File: src/common/scp_defs.svh
// Purpose: Offsets, field positions, reset values and timing counts of the clock controller
// Assumes: Included by bare name
// Notes:   Definitions only
`ifndef SCP_DEFS_SVH
`define SCP_DEFS_SVH

// ****************************************
// Register word offsets (byte addresses)
// ****************************************
`define SCP_OFF_TRIM      4'h0
`define SCP_OFF_DIVCTL    4'h4
`define SCP_OFF_ASYNC     4'h8
`define SCP_OFF_STATUS    4'hc

// ****************************************
// Field positions
// ****************************************
`define SCP_DIVCTL_PCE    7
`define SCP_ASYNC_EXTIN   0
`define SCP_ASYNC_TOSCEN  1
`define SCP_TRIM_RANGE    7

// ****************************************
// Codes and reset values
// ****************************************
`define SCP_CLOCK_SOURCE_SELECT_FUSES_EXT     4'h0
`define SCP_CLOCK_SOURCE_SELECT_FUSES_RC8     4'h2
`define SCP_CLOCK_SOURCE_SELECT_FUSES_RC128   4'h3
`define SCP_CLOCK_SOURCE_SELECT_FUSES_LFXT0   4'h6
`define SCP_CLOCK_SOURCE_SELECT_FUSES_LFXT1   4'h7
`define SCP_DIV_RST_DIV8  4'h3
`define SCP_DIV_RST_DIV1  4'h0
`define SCP_DIV_MAX_CODE  4'h8

// ****************************************
// Timing
// ****************************************
`define SCP_CLK_PERIOD_NS 10
`define SCP_BASE_CK       14
`define SCP_WAKE_CK       6
`define SCP_PCE_WINDOW    4
`define SCP_TOSC_MIN_RATIO 4
`define SCP_T_4MS_US      4000
`define SCP_T_4P1MS_US    4100
`define SCP_T_64MS_US     64000
`define SCP_T_65MS_US     65000
`define SCP_US_TO_CYC(us) ((((us) * 1000) + `SCP_CLK_PERIOD_NS - 1) / `SCP_CLK_PERIOD_NS)

`endif

File: src/common/scp_pkg.sv
// Purpose: Types shared by the clock controller files
// Assumes: Nothing
// Notes:   Numbers live in scp_defs.svh
package scp_pkg;

  // Static fuse straps, sampled at reset
  typedef struct packed {
    logic [3:0] clock_source_select_fuses;
    logic [1:0] startup_delay_fuses;
    logic       clock_output_fuse;
    logic       reset_pin_disable_fuse;
    logic       divide_by_eight_fuse;
  } scp_fuse_t;

  // Gated clock enables of the synchronous domains
  typedef struct packed {
    logic io;
    logic adc;
    logic cpu;
    logic flash;
  } scp_clk_en_t;

  typedef enum logic [2:0] {
    SCP_SRC_EXT,
    SCP_SRC_RC8,
    SCP_SRC_RC128,
    SCP_SRC_LFXT,
    SCP_SRC_NONE
  } scp_src_t;

  typedef enum logic [1:0] {
    SCP_ST_RST_DLY,
    SCP_ST_RUN,
    SCP_ST_SLEEP,
    SCP_ST_WAKE_DLY
  } scp_state_t;

endpackage

File: src/rtl/scp_prescaler.sv
// Purpose: Glitch-free power-of-two divider of the master clock
// Assumes: Select changes are adopted only at a period boundary
// Notes:   Reserved codes divide by 256
`timescale 1ns/1ns
`default_nettype none
`include "scp_defs.svh"

module scp_prescaler #(
  parameter int unsigned CNT_W = 8
) (
  // Clock and reset
  input  wire logic             clk_i,
  input  wire logic             rst_i,
  input  wire logic             ce_i,
  // Setting
  input  wire logic [3:0]       init_i,
  input  wire logic [3:0]       sel_i,
  // Divided outputs
  output logic                  tick_o,
  output logic                  clk_o
);

  logic [3:0]       cur_q;
  logic [CNT_W-1:0] cnt_q;
  logic [CNT_W:0]   div;
  logic [CNT_W-1:0] last;
  logic [CNT_W-1:0] half;
  logic [3:0]       eff;

  if (CNT_W != 8) begin : g_chk
    $error("scp_prescaler: CNT_W must be 8");
  end

  always_comb begin
    eff  = (cur_q > `SCP_DIV_MAX_CODE) ? `SCP_DIV_MAX_CODE : cur_q;
    div  = (CNT_W+1)'(1) << eff;
    last = CNT_W'(div - (CNT_W+1)'(1));
    half = CNT_W'(div >> 1);
  end

  // Period counter; new setting taken only at wrap, so no short pulse
  always_ff @(posedge clk_i) begin
    if (rst_i) begin
      cnt_q <= '0;
      cur_q <= init_i;
    end else if (ce_i) begin
      if (cnt_q >= last) begin
        cnt_q <= '0;
        cur_q <= sel_i;
      end else begin
        cnt_q <= cnt_q + CNT_W'(1);
      end
    end
  end

  always_ff @(posedge clk_i) begin
    if (rst_i) begin
      tick_o <= 1'b0;
      clk_o  <= 1'b0;
    end else if (ce_i) begin
      tick_o <= (cnt_q >= last);
      clk_o  <= (div == (CNT_W+1)'(1)) ? 1'b1 : (cnt_q < half);
    end
  end

endmodule // scp_prescaler

`default_nettype wire

File: src/rtl/scp_clock_ctrl.sv
// Purpose: System clock source select, start-up delay, prescaler control and trim registers
// Assumes: clk_i is the selected master clock; fuses are static straps
// Notes:   Classic Wishbone slave, one-cycle ack
`timescale 1ns/1ns
`default_nettype none
`include "scp_defs.svh"

module scp_clock_ctrl
  import scp_pkg::*;
#(
  parameter int unsigned DLY_4MS_CYC   = `SCP_US_TO_CYC(`SCP_T_4MS_US),
  parameter int unsigned DLY_4P1MS_CYC = `SCP_US_TO_CYC(`SCP_T_4P1MS_US),
  parameter int unsigned DLY_64MS_CYC  = `SCP_US_TO_CYC(`SCP_T_64MS_US),
  parameter int unsigned DLY_65MS_CYC  = `SCP_US_TO_CYC(`SCP_T_65MS_US),
  parameter int unsigned DLY_W         = 23
) (
  // Clock, reset, enable
  input  wire logic        clk_i,
  input  wire logic        rst_i,
  input  wire logic        ce_i,
  // Straps
  input  wire scp_fuse_t   fuse_i,
  input  wire logic [7:0]  factory_trim_i,
  // Wishbone slave
  input  wire logic        wb_cyc_i,
  input  wire logic        wb_stb_i,
  input  wire logic        wb_we_i,
  input  wire logic [3:0]  wb_adr_i,
  input  wire logic [3:0]  wb_sel_i,
  input  wire logic [31:0] wb_dat_i,
  output logic [31:0]      wb_dat_o,
  output logic             wb_ack_o,
  // Sleep control
  input  wire logic        sleep_i,
  input  wire logic        wake_i,
  // Timer oscillator pin
  input  wire logic        timer_osc_input_pin_i,
  // Clock source and oscillator control
  output scp_src_t         src_sel_o,
  output logic [7:0]       osc_trim_o,
  output logic             timer_osc_en_o,
  output logic             timer_ext_clk_sel_o,
  // Clock gating and pin
  output scp_clk_en_t      clk_en_o,
  output logic             core_ready_o,
  output logic             clock_out_pin_o,
  output logic             clock_out_pin_oe_n_o
);

  // ****************************************
  // Elaboration checks
  // ****************************************
  if (DLY_W > 31 || DLY_65MS_CYC + `SCP_BASE_CK >= (1 << DLY_W) ||
      DLY_64MS_CYC + `SCP_BASE_CK >= (1 << DLY_W)) begin : g_chk
    $error("scp_clock_ctrl: DLY_W too narrow for the delay counts");
  end

  // ****************************************
  // Fuse sampling
  // ****************************************
  scp_fuse_t fuse_q;

  always_ff @(posedge clk_i) begin
    if (rst_i) begin
      fuse_q <= fuse_i;
    end
  end

  always_ff @(posedge clk_i) begin
    if (rst_i) begin
      src_sel_o <= SCP_SRC_NONE;
    end else if (ce_i) begin
      unique case (fuse_q.clock_source_select_fuses)
        `SCP_CLOCK_SOURCE_SELECT_FUSES_RC128: src_sel_o <= SCP_SRC_RC128;
        `SCP_CLOCK_SOURCE_SELECT_FUSES_EXT:   src_sel_o <= SCP_SRC_EXT;
        `SCP_CLOCK_SOURCE_SELECT_FUSES_RC8:   src_sel_o <= SCP_SRC_RC8;
        `SCP_CLOCK_SOURCE_SELECT_FUSES_LFXT0,
        `SCP_CLOCK_SOURCE_SELECT_FUSES_LFXT1: src_sel_o <= SCP_SRC_LFXT;
        default:          src_sel_o <= SCP_SRC_NONE;
      endcase
    end
  end

  // ****************************************
  // Start-up delay
  // ****************************************
  scp_state_t       state_q;
  logic [DLY_W-1:0] dly_q;
  logic [DLY_W-1:0] rst_dly;
  logic             is_rc128;

  always_comb begin
    is_rc128 = (fuse_q.clock_source_select_fuses == `SCP_CLOCK_SOURCE_SELECT_FUSES_RC128);
    unique case (fuse_q.startup_delay_fuses)
      2'b00: rst_dly = fuse_q.reset_pin_disable_fuse
                     ? DLY_W'(`SCP_BASE_CK + DLY_4P1MS_CYC)
                     : DLY_W'(`SCP_BASE_CK);
      2'b01: rst_dly = is_rc128 ? DLY_W'(`SCP_BASE_CK + DLY_4MS_CYC)
                                : DLY_W'(`SCP_BASE_CK + DLY_4P1MS_CYC);
      default: rst_dly = is_rc128 ? DLY_W'(`SCP_BASE_CK + DLY_64MS_CYC)
                                  : DLY_W'(`SCP_BASE_CK + DLY_65MS_CYC);
    endcase
  end

  always_ff @(posedge clk_i) begin
    if (rst_i) begin
      state_q      <= SCP_ST_RST_DLY;
      dly_q        <= '0;
      core_ready_o <= 1'b0;
    end else if (ce_i) begin
      unique case (state_q)
        SCP_ST_RST_DLY: begin
          if (dly_q >= rst_dly - DLY_W'(1)) begin
            state_q      <= SCP_ST_RUN;
            dly_q        <= '0;
            core_ready_o <= 1'b1;
          end else begin
            dly_q <= dly_q + DLY_W'(1);
          end
        end
        SCP_ST_RUN: begin
          if (sleep_i) begin
            state_q      <= SCP_ST_SLEEP;
            core_ready_o <= 1'b0;
          end
        end
        SCP_ST_SLEEP: begin
          if (wake_i) begin
            state_q <= SCP_ST_WAKE_DLY;
            dly_q   <= '0;
          end
        end
        SCP_ST_WAKE_DLY: begin
          if (dly_q >= DLY_W'(`SCP_WAKE_CK - 1)) begin
            state_q      <= SCP_ST_RUN;
            dly_q        <= '0;
            core_ready_o <= 1'b1;
          end else begin
            dly_q <= dly_q + DLY_W'(1);
          end
        end
      endcase
    end
  end

  // ****************************************
  // Wishbone slave
  // ****************************************
  logic       req;
  logic       wr;
  logic [7:0] rd_byte;

  assign req = wb_cyc_i & wb_stb_i;
  assign wr  = req & wb_we_i & wb_ack_o & wb_sel_i[0];

  always_ff @(posedge clk_i) begin
    if (rst_i) begin
      wb_ack_o <= 1'b0;
      wb_dat_o <= '0;
    end else if (ce_i) begin
      wb_ack_o <= req & ~wb_ack_o;
      wb_dat_o <= {24'h00_0000, rd_byte};
    end
  end

  // ****************************************
  // Trim register
  // ****************************************
  always_ff @(posedge clk_i) begin
    if (rst_i) begin
      osc_trim_o <= factory_trim_i;
    end else if (ce_i && wr && wb_adr_i == `SCP_OFF_TRIM) begin
      osc_trim_o <= wb_dat_i[7:0];
    end
  end

  // ****************************************
  // Divide control with timed unlock
  // ****************************************
  logic [3:0] div_sel_q;
  logic [3:0] div_init;
  logic       pce_q;
  logic [2:0] pce_cnt_q;
  logic       wr_div;
  logic       pce_set;
  logic       sel_wr;

  assign div_init = fuse_i.divide_by_eight_fuse ? `SCP_DIV_RST_DIV8 : `SCP_DIV_RST_DIV1;
  assign wr_div   = wr && wb_adr_i == `SCP_OFF_DIVCTL;
  assign pce_set  = wr_div && wb_dat_i[`SCP_DIVCTL_PCE] && wb_dat_i[6:0] == 7'h00;
  assign sel_wr   = wr_div && !wb_dat_i[`SCP_DIVCTL_PCE] && pce_q;

  always_ff @(posedge clk_i) begin
    if (rst_i) begin
      pce_q     <= 1'b0;
      pce_cnt_q <= 3'h0;
    end else if (ce_i) begin
      if (sel_wr) begin
        pce_q     <= 1'b0;
        pce_cnt_q <= 3'h0;
      end else if (pce_q) begin
        pce_cnt_q <= pce_cnt_q - 3'h1;
        if (pce_cnt_q == 3'h1) begin
          pce_q <= 1'b0;
        end
      end else if (pce_set) begin
        pce_q     <= 1'b1;
        pce_cnt_q <= 3'(`SCP_PCE_WINDOW);
      end
    end
  end

  always_ff @(posedge clk_i) begin
    if (rst_i) begin
      div_sel_q <= div_init;
    end else if (ce_i && sel_wr) begin
      div_sel_q <= wb_dat_i[3:0];
    end
  end

  // ****************************************
  // Timer oscillator control
  // ****************************************
  logic       ext_in_q;
  logic       tosc_en_q;
  logic [2:0] tosc_sync_q;
  logic       tosc_lvl_q;
  logic [2:0] tosc_gap_q;
  logic       tosc_fast_q;
  logic       sys_tick;

  always_ff @(posedge clk_i) begin
    if (rst_i) begin
      ext_in_q  <= 1'b0;
      tosc_en_q <= 1'b0;
    end else if (ce_i && wr && wb_adr_i == `SCP_OFF_ASYNC) begin
      ext_in_q  <= wb_dat_i[`SCP_ASYNC_EXTIN];
      tosc_en_q <= wb_dat_i[`SCP_ASYNC_TOSCEN];
    end
  end

  always_ff @(posedge clk_i) begin
    if (rst_i) begin
      timer_osc_en_o      <= 1'b0;
      timer_ext_clk_sel_o <= 1'b0;
    end else if (ce_i) begin
      timer_osc_en_o      <= tosc_en_q && fuse_q.clock_source_select_fuses == `SCP_CLOCK_SOURCE_SELECT_FUSES_RC8;
      timer_ext_clk_sel_o <= ext_in_q;
    end
  end

  // Pin synchroniser; level updates once stages two and three agree
  always_ff @(posedge clk_i) begin
    if (rst_i) begin
      tosc_sync_q <= 3'h0;
      tosc_lvl_q  <= 1'b0;
    end else if (ce_i) begin
      tosc_sync_q <= {tosc_sync_q[1:0], timer_osc_input_pin_i};
      if (tosc_sync_q[1] == tosc_sync_q[2]) begin
        tosc_lvl_q <= tosc_sync_q[2];
      end
    end
  end

  // Flags a timer clock faster than a quarter of the system clock
  always_ff @(posedge clk_i) begin
    if (rst_i) begin
      tosc_gap_q  <= 3'h0;
      tosc_fast_q <= 1'b0;
    end else if (ce_i) begin
      if (!timer_osc_en_o) begin
        tosc_gap_q <= 3'h0;
      end else if (tosc_sync_q[2] && tosc_sync_q[1] && !tosc_lvl_q) begin
        if (tosc_gap_q < 3'(`SCP_TOSC_MIN_RATIO)) begin
          tosc_fast_q <= 1'b1;
        end
        tosc_gap_q <= 3'h0;
      end else if (sys_tick && tosc_gap_q < 3'(`SCP_TOSC_MIN_RATIO)) begin
        tosc_gap_q <= tosc_gap_q + 3'h1;
      end
      if (wr && wb_adr_i == `SCP_OFF_STATUS && wb_dat_i[0]) begin
        if (!(tosc_sync_q[2] && tosc_sync_q[1] && !tosc_lvl_q)) begin
          tosc_fast_q <= 1'b0;
        end
      end
    end
  end

  // ****************************************
  // Read mux
  // ****************************************
  always_comb begin
    unique case (wb_adr_i)
      `SCP_OFF_TRIM:   rd_byte = osc_trim_o;
      `SCP_OFF_DIVCTL: rd_byte = {pce_q, 3'h0, div_sel_q};
      `SCP_OFF_ASYNC:  rd_byte = {6'h00, tosc_en_q, ext_in_q};
      `SCP_OFF_STATUS: rd_byte = {2'b00, src_sel_o, core_ready_o, timer_osc_en_o, tosc_fast_q};
      default:         rd_byte = 8'h00;
    endcase
  end

  // ****************************************
  // Prescaler and clock distribution
  // ****************************************
  logic presc_clk;

  scp_prescaler #(
    .CNT_W (8)
  ) u_presc (
    .clk_i  (clk_i),
    .rst_i  (rst_i),
    .ce_i   (ce_i),
    .init_i (div_init),
    .sel_i  (div_sel_q),
    .tick_o (sys_tick),
    .clk_o  (presc_clk)
  );

  always_ff @(posedge clk_i) begin
    if (rst_i) begin
      clk_en_o <= '0;
    end else if (ce_i) begin
      clk_en_o <= {4{sys_tick & core_ready_o}};
    end
  end

  // Clock pin is held low in reset; its output enable follows the fuse
  always_ff @(posedge clk_i) begin
    if (rst_i) begin
      clock_out_pin_o      <= 1'b0;
      clock_out_pin_oe_n_o <= ~fuse_i.clock_output_fuse;
    end else if (ce_i) begin
      clock_out_pin_o      <= presc_clk & fuse_q.clock_output_fuse;
      clock_out_pin_oe_n_o <= ~fuse_q.clock_output_fuse;
    end
  end

endmodule // scp_clock_ctrl

`default_nettype wire

File: config.mk
export PLATFORM = sky130hd
export DESIGN_NAME = scp_clock_ctrl
export DESIGN_NICKNAME = d
export VERILOG_FILES = /design/src/common/scp_pkg.sv /design/src/rtl/scp_prescaler.sv /design/src/rtl/scp_clock_ctrl.sv
export VERILOG_INCLUDE_DIRS = /design/src /design/src/common
export SDC_FILE = /design/constraint.sdc
export NUM_CORES = 1
export LEC_CHECK = 0
export BUFFER_PORTS_ARGS = -buffer_cell sky130_fd_sc_hd__buf_2
export CORE_MARGIN = 3
export CORE_UTILIZATION = 57
export CTS_BUF_LIST = sky130_fd_sc_hd__clkbuf_4
export CTS_CLUSTER_DIAMETER = 60
export DETAILED_ROUTE_END_ITERATION = 10
export PLACE_DENSITY = 0.9
export REMOVE_ABC_BUFFERS = 1
export SYNTH_ARGS = -nofsm -noshare
export SYNTH_HDL_FRONTEND = slang
export SYNTH_HIERARCHICAL = 1
export SYNTH_SLANG_ARGS = --single-unit
File: constraint.sdc
create_clock -name clk_i -period 3.9 [get_ports clk_i]
set_input_delay 0.39 -clock clk_i [delete_from_list [all_inputs] [get_ports clk_i]]
set_output_delay 0.39 -clock clk_i [all_outputs]
set_load 0.02 [all_outputs]
[Yosys cells after proc, flatten, opt, wreduce, memory -nomap -nowiden]
Cells that the tools add are included.
Operators by class
  multiplexer cells: 47
  equality and inequality tests: 19
  order comparisons: 6
  reduce and logical (&&, ||, !) cells: 37
  bitwise gates (word level): 10
  add/sub/neg operators: 6
  shift-type cells: 1
Operators by type and width (number)
  $mux 23: 3
  $pmux 23 s3: 1
  $pmux 23 s2: 1
  $pmux 8 s4: 1
  $mux 4: 6
  $mux 8: 3
  $add 23x1->23 const B: 1
  $ge 23x23->1: 1
  $ge 23x3->1 const B: 1
  $sub 23x1->23 const B: 1
  $mux 19: 1
  $mux 18: 1
  $mux 3: 6
  $logic_and 1x1->1: 15
  $mux 1: 15
  $mux 15: 1
  $eq 4x3->1 const B: 3
  $pmux 3 s4: 1
  $mux 2: 5
  $reduce_and 5->1: 2
  $eq 9x1->1 const B: 1
  $reduce_bool 3->1: 3
  $shl 1x4->9 const A: 1
  $add 8x1->8 const B: 1
  other kinds (27): 51
Word-level totals
  input bits: 66
  output and inout bits: 53
  bits in registers: 91
  word-level logic and storage cells: 155

[Longest topological paths before layout]
  word-level depth: 10
  depth in mapped cells: 13
  gate-level depth less buffers: 12

[By module]
Netlist, hierarchy kept.
By module, submodules not included
  scp_clock_ctrl: cells each 471, area an instance 4498.1 um^2, sequential area each 1751.7 um^2, instances 1
  scp_prescaler: cells each 116, area an instance 1062.3 um^2, sequential area each 320.3 um^2, instances 1

[Worst setup path before layout]
Ideal clock, no wire load.
  path type: reg-to-reg
  start: register u_presc.cur_q[1]
  end: register u_presc.cur_q[0], enable pin
  stages on the path, launching flop included: 12
  library setup time: 0.354 ns
  arrival: 2.352 ns
  period minus slack after synthesis: 2.707 ns
  buffers on the path: 1
  path slack: 1.193 ns
  required time: 3.546 ns
  cells stage by stage: edfxtp_1 -> buf_6 -> nor3_4 -> or2b_1 -> ha_1 -> nor3_1 -> a21o_1 -> a32oi_1 -> ha_1 -> o21a_1 -> o21ai_0 -> o21bai_2
Between the ends
  longest elaborated chain between the ends: 7
Ends and longest elaborated chain
  start, declared: RTL line scp_prescaler.sv:23  | logic [3:0] cur_q;
  start signal, assigned: RTL line scp_prescaler.sv:45  | cur_q <= init_i;
  start signal, assigned: RTL line scp_prescaler.sv:49  | cur_q <= sel_i;
  $gt 4x4->1 (no line)
  $mux 4 (*): RTL line scp_prescaler.sv:35  | eff = (cur_q > `SCP_DIV_MAX_CODE) ? `SCP_DIV_MAX_CODE : cur_q;
  $shl 1x4->9 (*): RTL line scp_prescaler.sv:36  | div = (CNT_W+1)'(1) << eff;
  $sub 8x1->8 (*): RTL line scp_prescaler.sv:37  | last = CNT_W'(div - (CNT_W+1)'(1));
  $ge 8x8->1 (*): RTL line scp_prescaler.sv:47  | if (cnt_q >= last) begin
  $reduce_bool 2->1 (no line) (*)
  $reduce_and 2->1 (no line) (*)
Mark *: on every way between the ends. The rest lies on a longest branch, timed or not.
A chain may end at the register's enable or synchronous reset.

[Worst setup path after layout]
  start: register fuse_q[7] (netlist bit)
  end: register dly_q[1]
Between the ends
  longest elaborated chain between the ends: 7
  elaborated cells on any way between the ends: 8
  those cells by class: 1 x add/sub; 1 x order compare; 1 x eq/ne; 5 x mux
Ends and longest elaborated chain
  start, declared: RTL line scp_clock_ctrl.sv:61  | scp_fuse_t fuse_q;
  start signal, assigned: RTL line scp_clock_ctrl.sv:65  | fuse_q <= fuse_i;
  $eq 4x2->1 (*)
  $mux 15 or $mux 18 (tied branches): RTL line scp_clock_ctrl.sv:98, scp_clock_ctrl.sv:100
  $pmux 23 s2 (*): RTL line scp_clock_ctrl.sv:94  | unique case (fuse_q.startup_delay_fuses)
  $sub 23x1->23 (*): RTL line scp_clock_ctrl.sv:113  | if (dly_q >= rst_dly - DLY_W'(1)) begin
  $ge 23x23->1 (*): RTL line scp_clock_ctrl.sv:113
  $mux 23 (*): RTL line scp_clock_ctrl.sv:113
  $pmux 23 s3 (*): RTL line scp_clock_ctrl.sv:111  | unique case (state_q)
  end signal, assigned: RTL line scp_clock_ctrl.sv:118  | dly_q <= dly_q + DLY_W'(1);
  end signal, assigned: RTL line scp_clock_ctrl.sv:139  | dly_q <= dly_q + DLY_W'(1);
  end, declared: RTL line scp_clock_ctrl.sv:88  | logic [DLY_W-1:0] dly_q;
Marks and branches as above.

==> metrics.yaml <==
synthesis.area_sq_mm: 0.005560
io_pins: 119
cts_setup_buffers: 0
port_buffers: 67
cts_sinks: 91
final_layout_size_suffix_gt1_share_pct: 19.29
initialDrtViolationCount: 223
cts_tree: "built"
ir_worst_vdd_mv: 0.2244
cts_hold_buf: 0
fp-row-count: 35
first_pass_iters: 5
yosysSeqAreaShare_pct: 37.26
combinationalPowerShare_pct: 13.5
synth_top_area_cell: "dfxtp_1"
clock_path_buffers: 2
start_util_pct: 59.33
drc: 0
cts_inserted_buffers: 9
relSlewSlack_pct: 43.10
ant_nets: 0
track_usage_pct: 21.46
cp-end-kind: "flop"
ys_async_sr_fraction_pct: 0
setup_tns_ns: 0
yosysWarnings: 6
path_class: "flop to flop"
finalWeightedCongestion: 0.8810
reg2reg_depth: 11
viasPerCell: 5.716
wl_per_cell_um: 15.20
rsz0062_at_grt: "no"
max_cap_violations: 0
holdPathStages: 1
hold_viol_final: 0
clkTransAtPathRegs_ns: 0.14
worst_slew_pin_slew_ns: 0.8535
layout_min_cycle_time_ns: 3.354
setup-violations-final: 0
syn_inst: 587
worstPathRequired_ns: 4.25
synth.avg_cell_area_sq_um: 9.472
fmax_mhz: 298.2
clock_skew_ns: 0.01054
start_kind: "flop"
crit_arrival_ns: 3.70
die_h_um: 104.8
num_vias: 4447
htreeDepth: 3
root_buffer: "clkbuf_4"
synthFlopType: "dfxtp_1"
die_w_um: 104.8
post_cts_resized: 0
power_switching_uw: 509.6
power.share.sequential_pct: 57.6
status: "finished, final reports clean"
grt_max_degree: 38
synth_cell_types: 71
synth_top_area_share_pct: 23.76
swShare_pct: 28.28
fillers: 710
internal_power_uw: 1292
pwr-share-clk_pct: 28.9
synth_top_cells_by_area: "dfxtp_1 (24%), edfxtp_1 (14%), ha_1 (10%)"
critPathMaxFanout: 22
synth_edf_count: 25
grt_pass1_vias: 4289
clock_latency_ns: 0.45
area_growth_pct: 7.291
wl_um: 11830
final.period_utilization_pct: 85.99
worst_hold_path_type: "input port to flop"
ys_ff_latch: 91
synth_most_common_cell: "dfxtp_1"
overflow: 0
p_per_area_mw_per_mm2: 302.0
synth_common_cells: "dfxtp_1 (66), nor2_1 (63), ha_1 (45)"
antenna_found_initial: 1
hpwl_um: 8798
grt_pass1_wl_um: 19440
p_total_uw: 1802
slew_violations: 0
nets: 754
coreArea_sq_mm: 0.009371
p_leak_uw: 0.002443
die_area_sq_mm: 0.01098
==> path summary, 6_finish.rpt <==
kind / start / endpoint / slack, ns
worst max-delay path: fuse_q[7]$_DFFE_PP_ / dly_q[1]$_SDFFE_PP0P_ / 0.55
worst min-delay path: fuse_i[7] / fuse_q[7]$_DFFE_PP_ / 0.11
worst max register to register: fuse_q[7]$_DFFE_PP_ / dly_q[1]$_SDFFE_PP0P_ / 0.55
worst min register to register: wb_dat_o[6]$_SDFFE_PP0P_ / wb_dat_o[6]$_SDFFE_PP0P_ / 0.48
==> cell type report <==
cell class	count	area, sq um	area share [%]
Multi-Input combinational cell	444	3132	52.50
Sequential cell	91	2072	34.73
Timing Repair Buffer	71	365.4	6.124
Tap cell	129	161.4	2.706
Inverter	26	97.59	1.636
Clock buffer	9	67.56	1.133
Clock inverter	7	67.56	1.133
Antenna cell	1	2.502	0.04195
==> metrics by stage <==
| stage | area, sq um | util (%) | std cells | worst slack, ns | hold slack, ns |
|---|---|---|---|---|---|
| after floorplan | 5301 | - | 561 | 1.117 | 0.4543 |
| after global placement | 5828 | 62.19 | 761 | 0.7396 | 0.4535 |
| after detailed placement | 5828 | 62.19 | 761 | 0.5991 | 0.4609 |
| after CTS | 5963 | 63.63 | 777 | 0.5617 | 0.09622 |
| after global routing | 5966 | 63.66 | 778 | 0.2799 | 0.07869 |
| final | 5966 | 63.66 | 778 | 0.5463 | 0.1066 |
==> routing by layer <==
layer / up-vias / routed length (um) / global-route usage (%)
met5: - / 0 / 0
met4: 0 / 293 / 10.03
met3: 31 / 660 / 3.582
met2: 175 / 5956 / 37.76
met1: 2098 / 4915 / 25.40
li1: 2143 / - / -
==> layout by cell type, fill, tap and decap left out, types with 3 or more instances in the layout <==
| master | instances |
|---|---|
| a21o_1 | 5 |
| o2111ai_1 | 5 |
| clkinv_1 | 3 |
| nor3_1 | 22 |
| nor2_1 | 63 |
| xnor2_1 | 21 |
| nand3_1 | 17 |
| mux2i_1 | 15 |
| dfxtp_1 | 66 |
| nor3_2 | 11 |
| a21oi_1 | 27 |
| buf_2 | 67 |
| ha_1 | 45 |
| conb_1 | 26 |
| a41oi_1 | 3 |
| buf_4 | 4 |
| nor2b_1 | 16 |
| xor2_1 | 7 |
| nand4_1 | 13 |
| edfxtp_1 | 25 |
| nand2_1 | 40 |
| a211oi_1 | 3 |
| a31oi_1 | 4 |
| nand2b_1 | 16 |
| mux2_2 | 8 |
| inv_1 | 26 |
| nor4_1 | 5 |
| nor3b_1 | 6 |
| clkbuf_4 | 9 |
| o21ai_0 | 16 |
==> critical path, cell delays in order (launching register included) <==
cell and delay [ns]:
edfxtp_1 0.41, nand2b_1 0.17, nor3b_1 0.37, nand2_1 0.15, nor2_1 0.24, inv_1 0.08, ha_1 0.30, a41oi_1 0.17
o21ai_0 0.17, a221oi_4 0.40, a31oi_4 0.37, a2111oi_4 0.41
==> cells by family after synthesis <==
kind of cell    count (synthesis)  synth area share (%)
other cells                     1               0.06744
buf+inv                        77                 8.100
compound gates                 86                 11.41
xor+xnor                       28                 4.411
mux                            25                 5.130
flops                          91                 37.26
simple gates                  234                 23.49
fa+ha+maj                      45                 10.13
==> power groups by stage <==
| stage | clock, uW | sequential, uW | combinational (uW) |
|---|---|---|---|
| after floorplan | 0 | 1070 | 136 |
| after global placement | 0 | 1060 | 230 |
| after detailed placement | 0 | 1060 | 241 |
| after CTS | 522 | 1040 | 243 |
| after global routing | 568 | 1040 | 269 |
| final | 521 | 1040 | 244 |
==> registers in the layout, indices dropped and copies added, names as in the netlist, 2 cells and up <==
| signal | count |
|---|---|
| src_sel_o | 3 |
| fuse_q | 8 |
| u_presc/cnt_q | 8 |
| tosc_gap_q | 3 |
| wb_dat_o | 8 |
| tosc_sync_q | 3 |
| osc_trim_o | 8 |
| pce_cnt_q | 3 |
| div_sel_q | 4 |
| u_presc/cur_q | 4 |
| state_q | 2 |
| dly_q | 23 |
No activity file was read; power rests on OpenSTA's default activity.
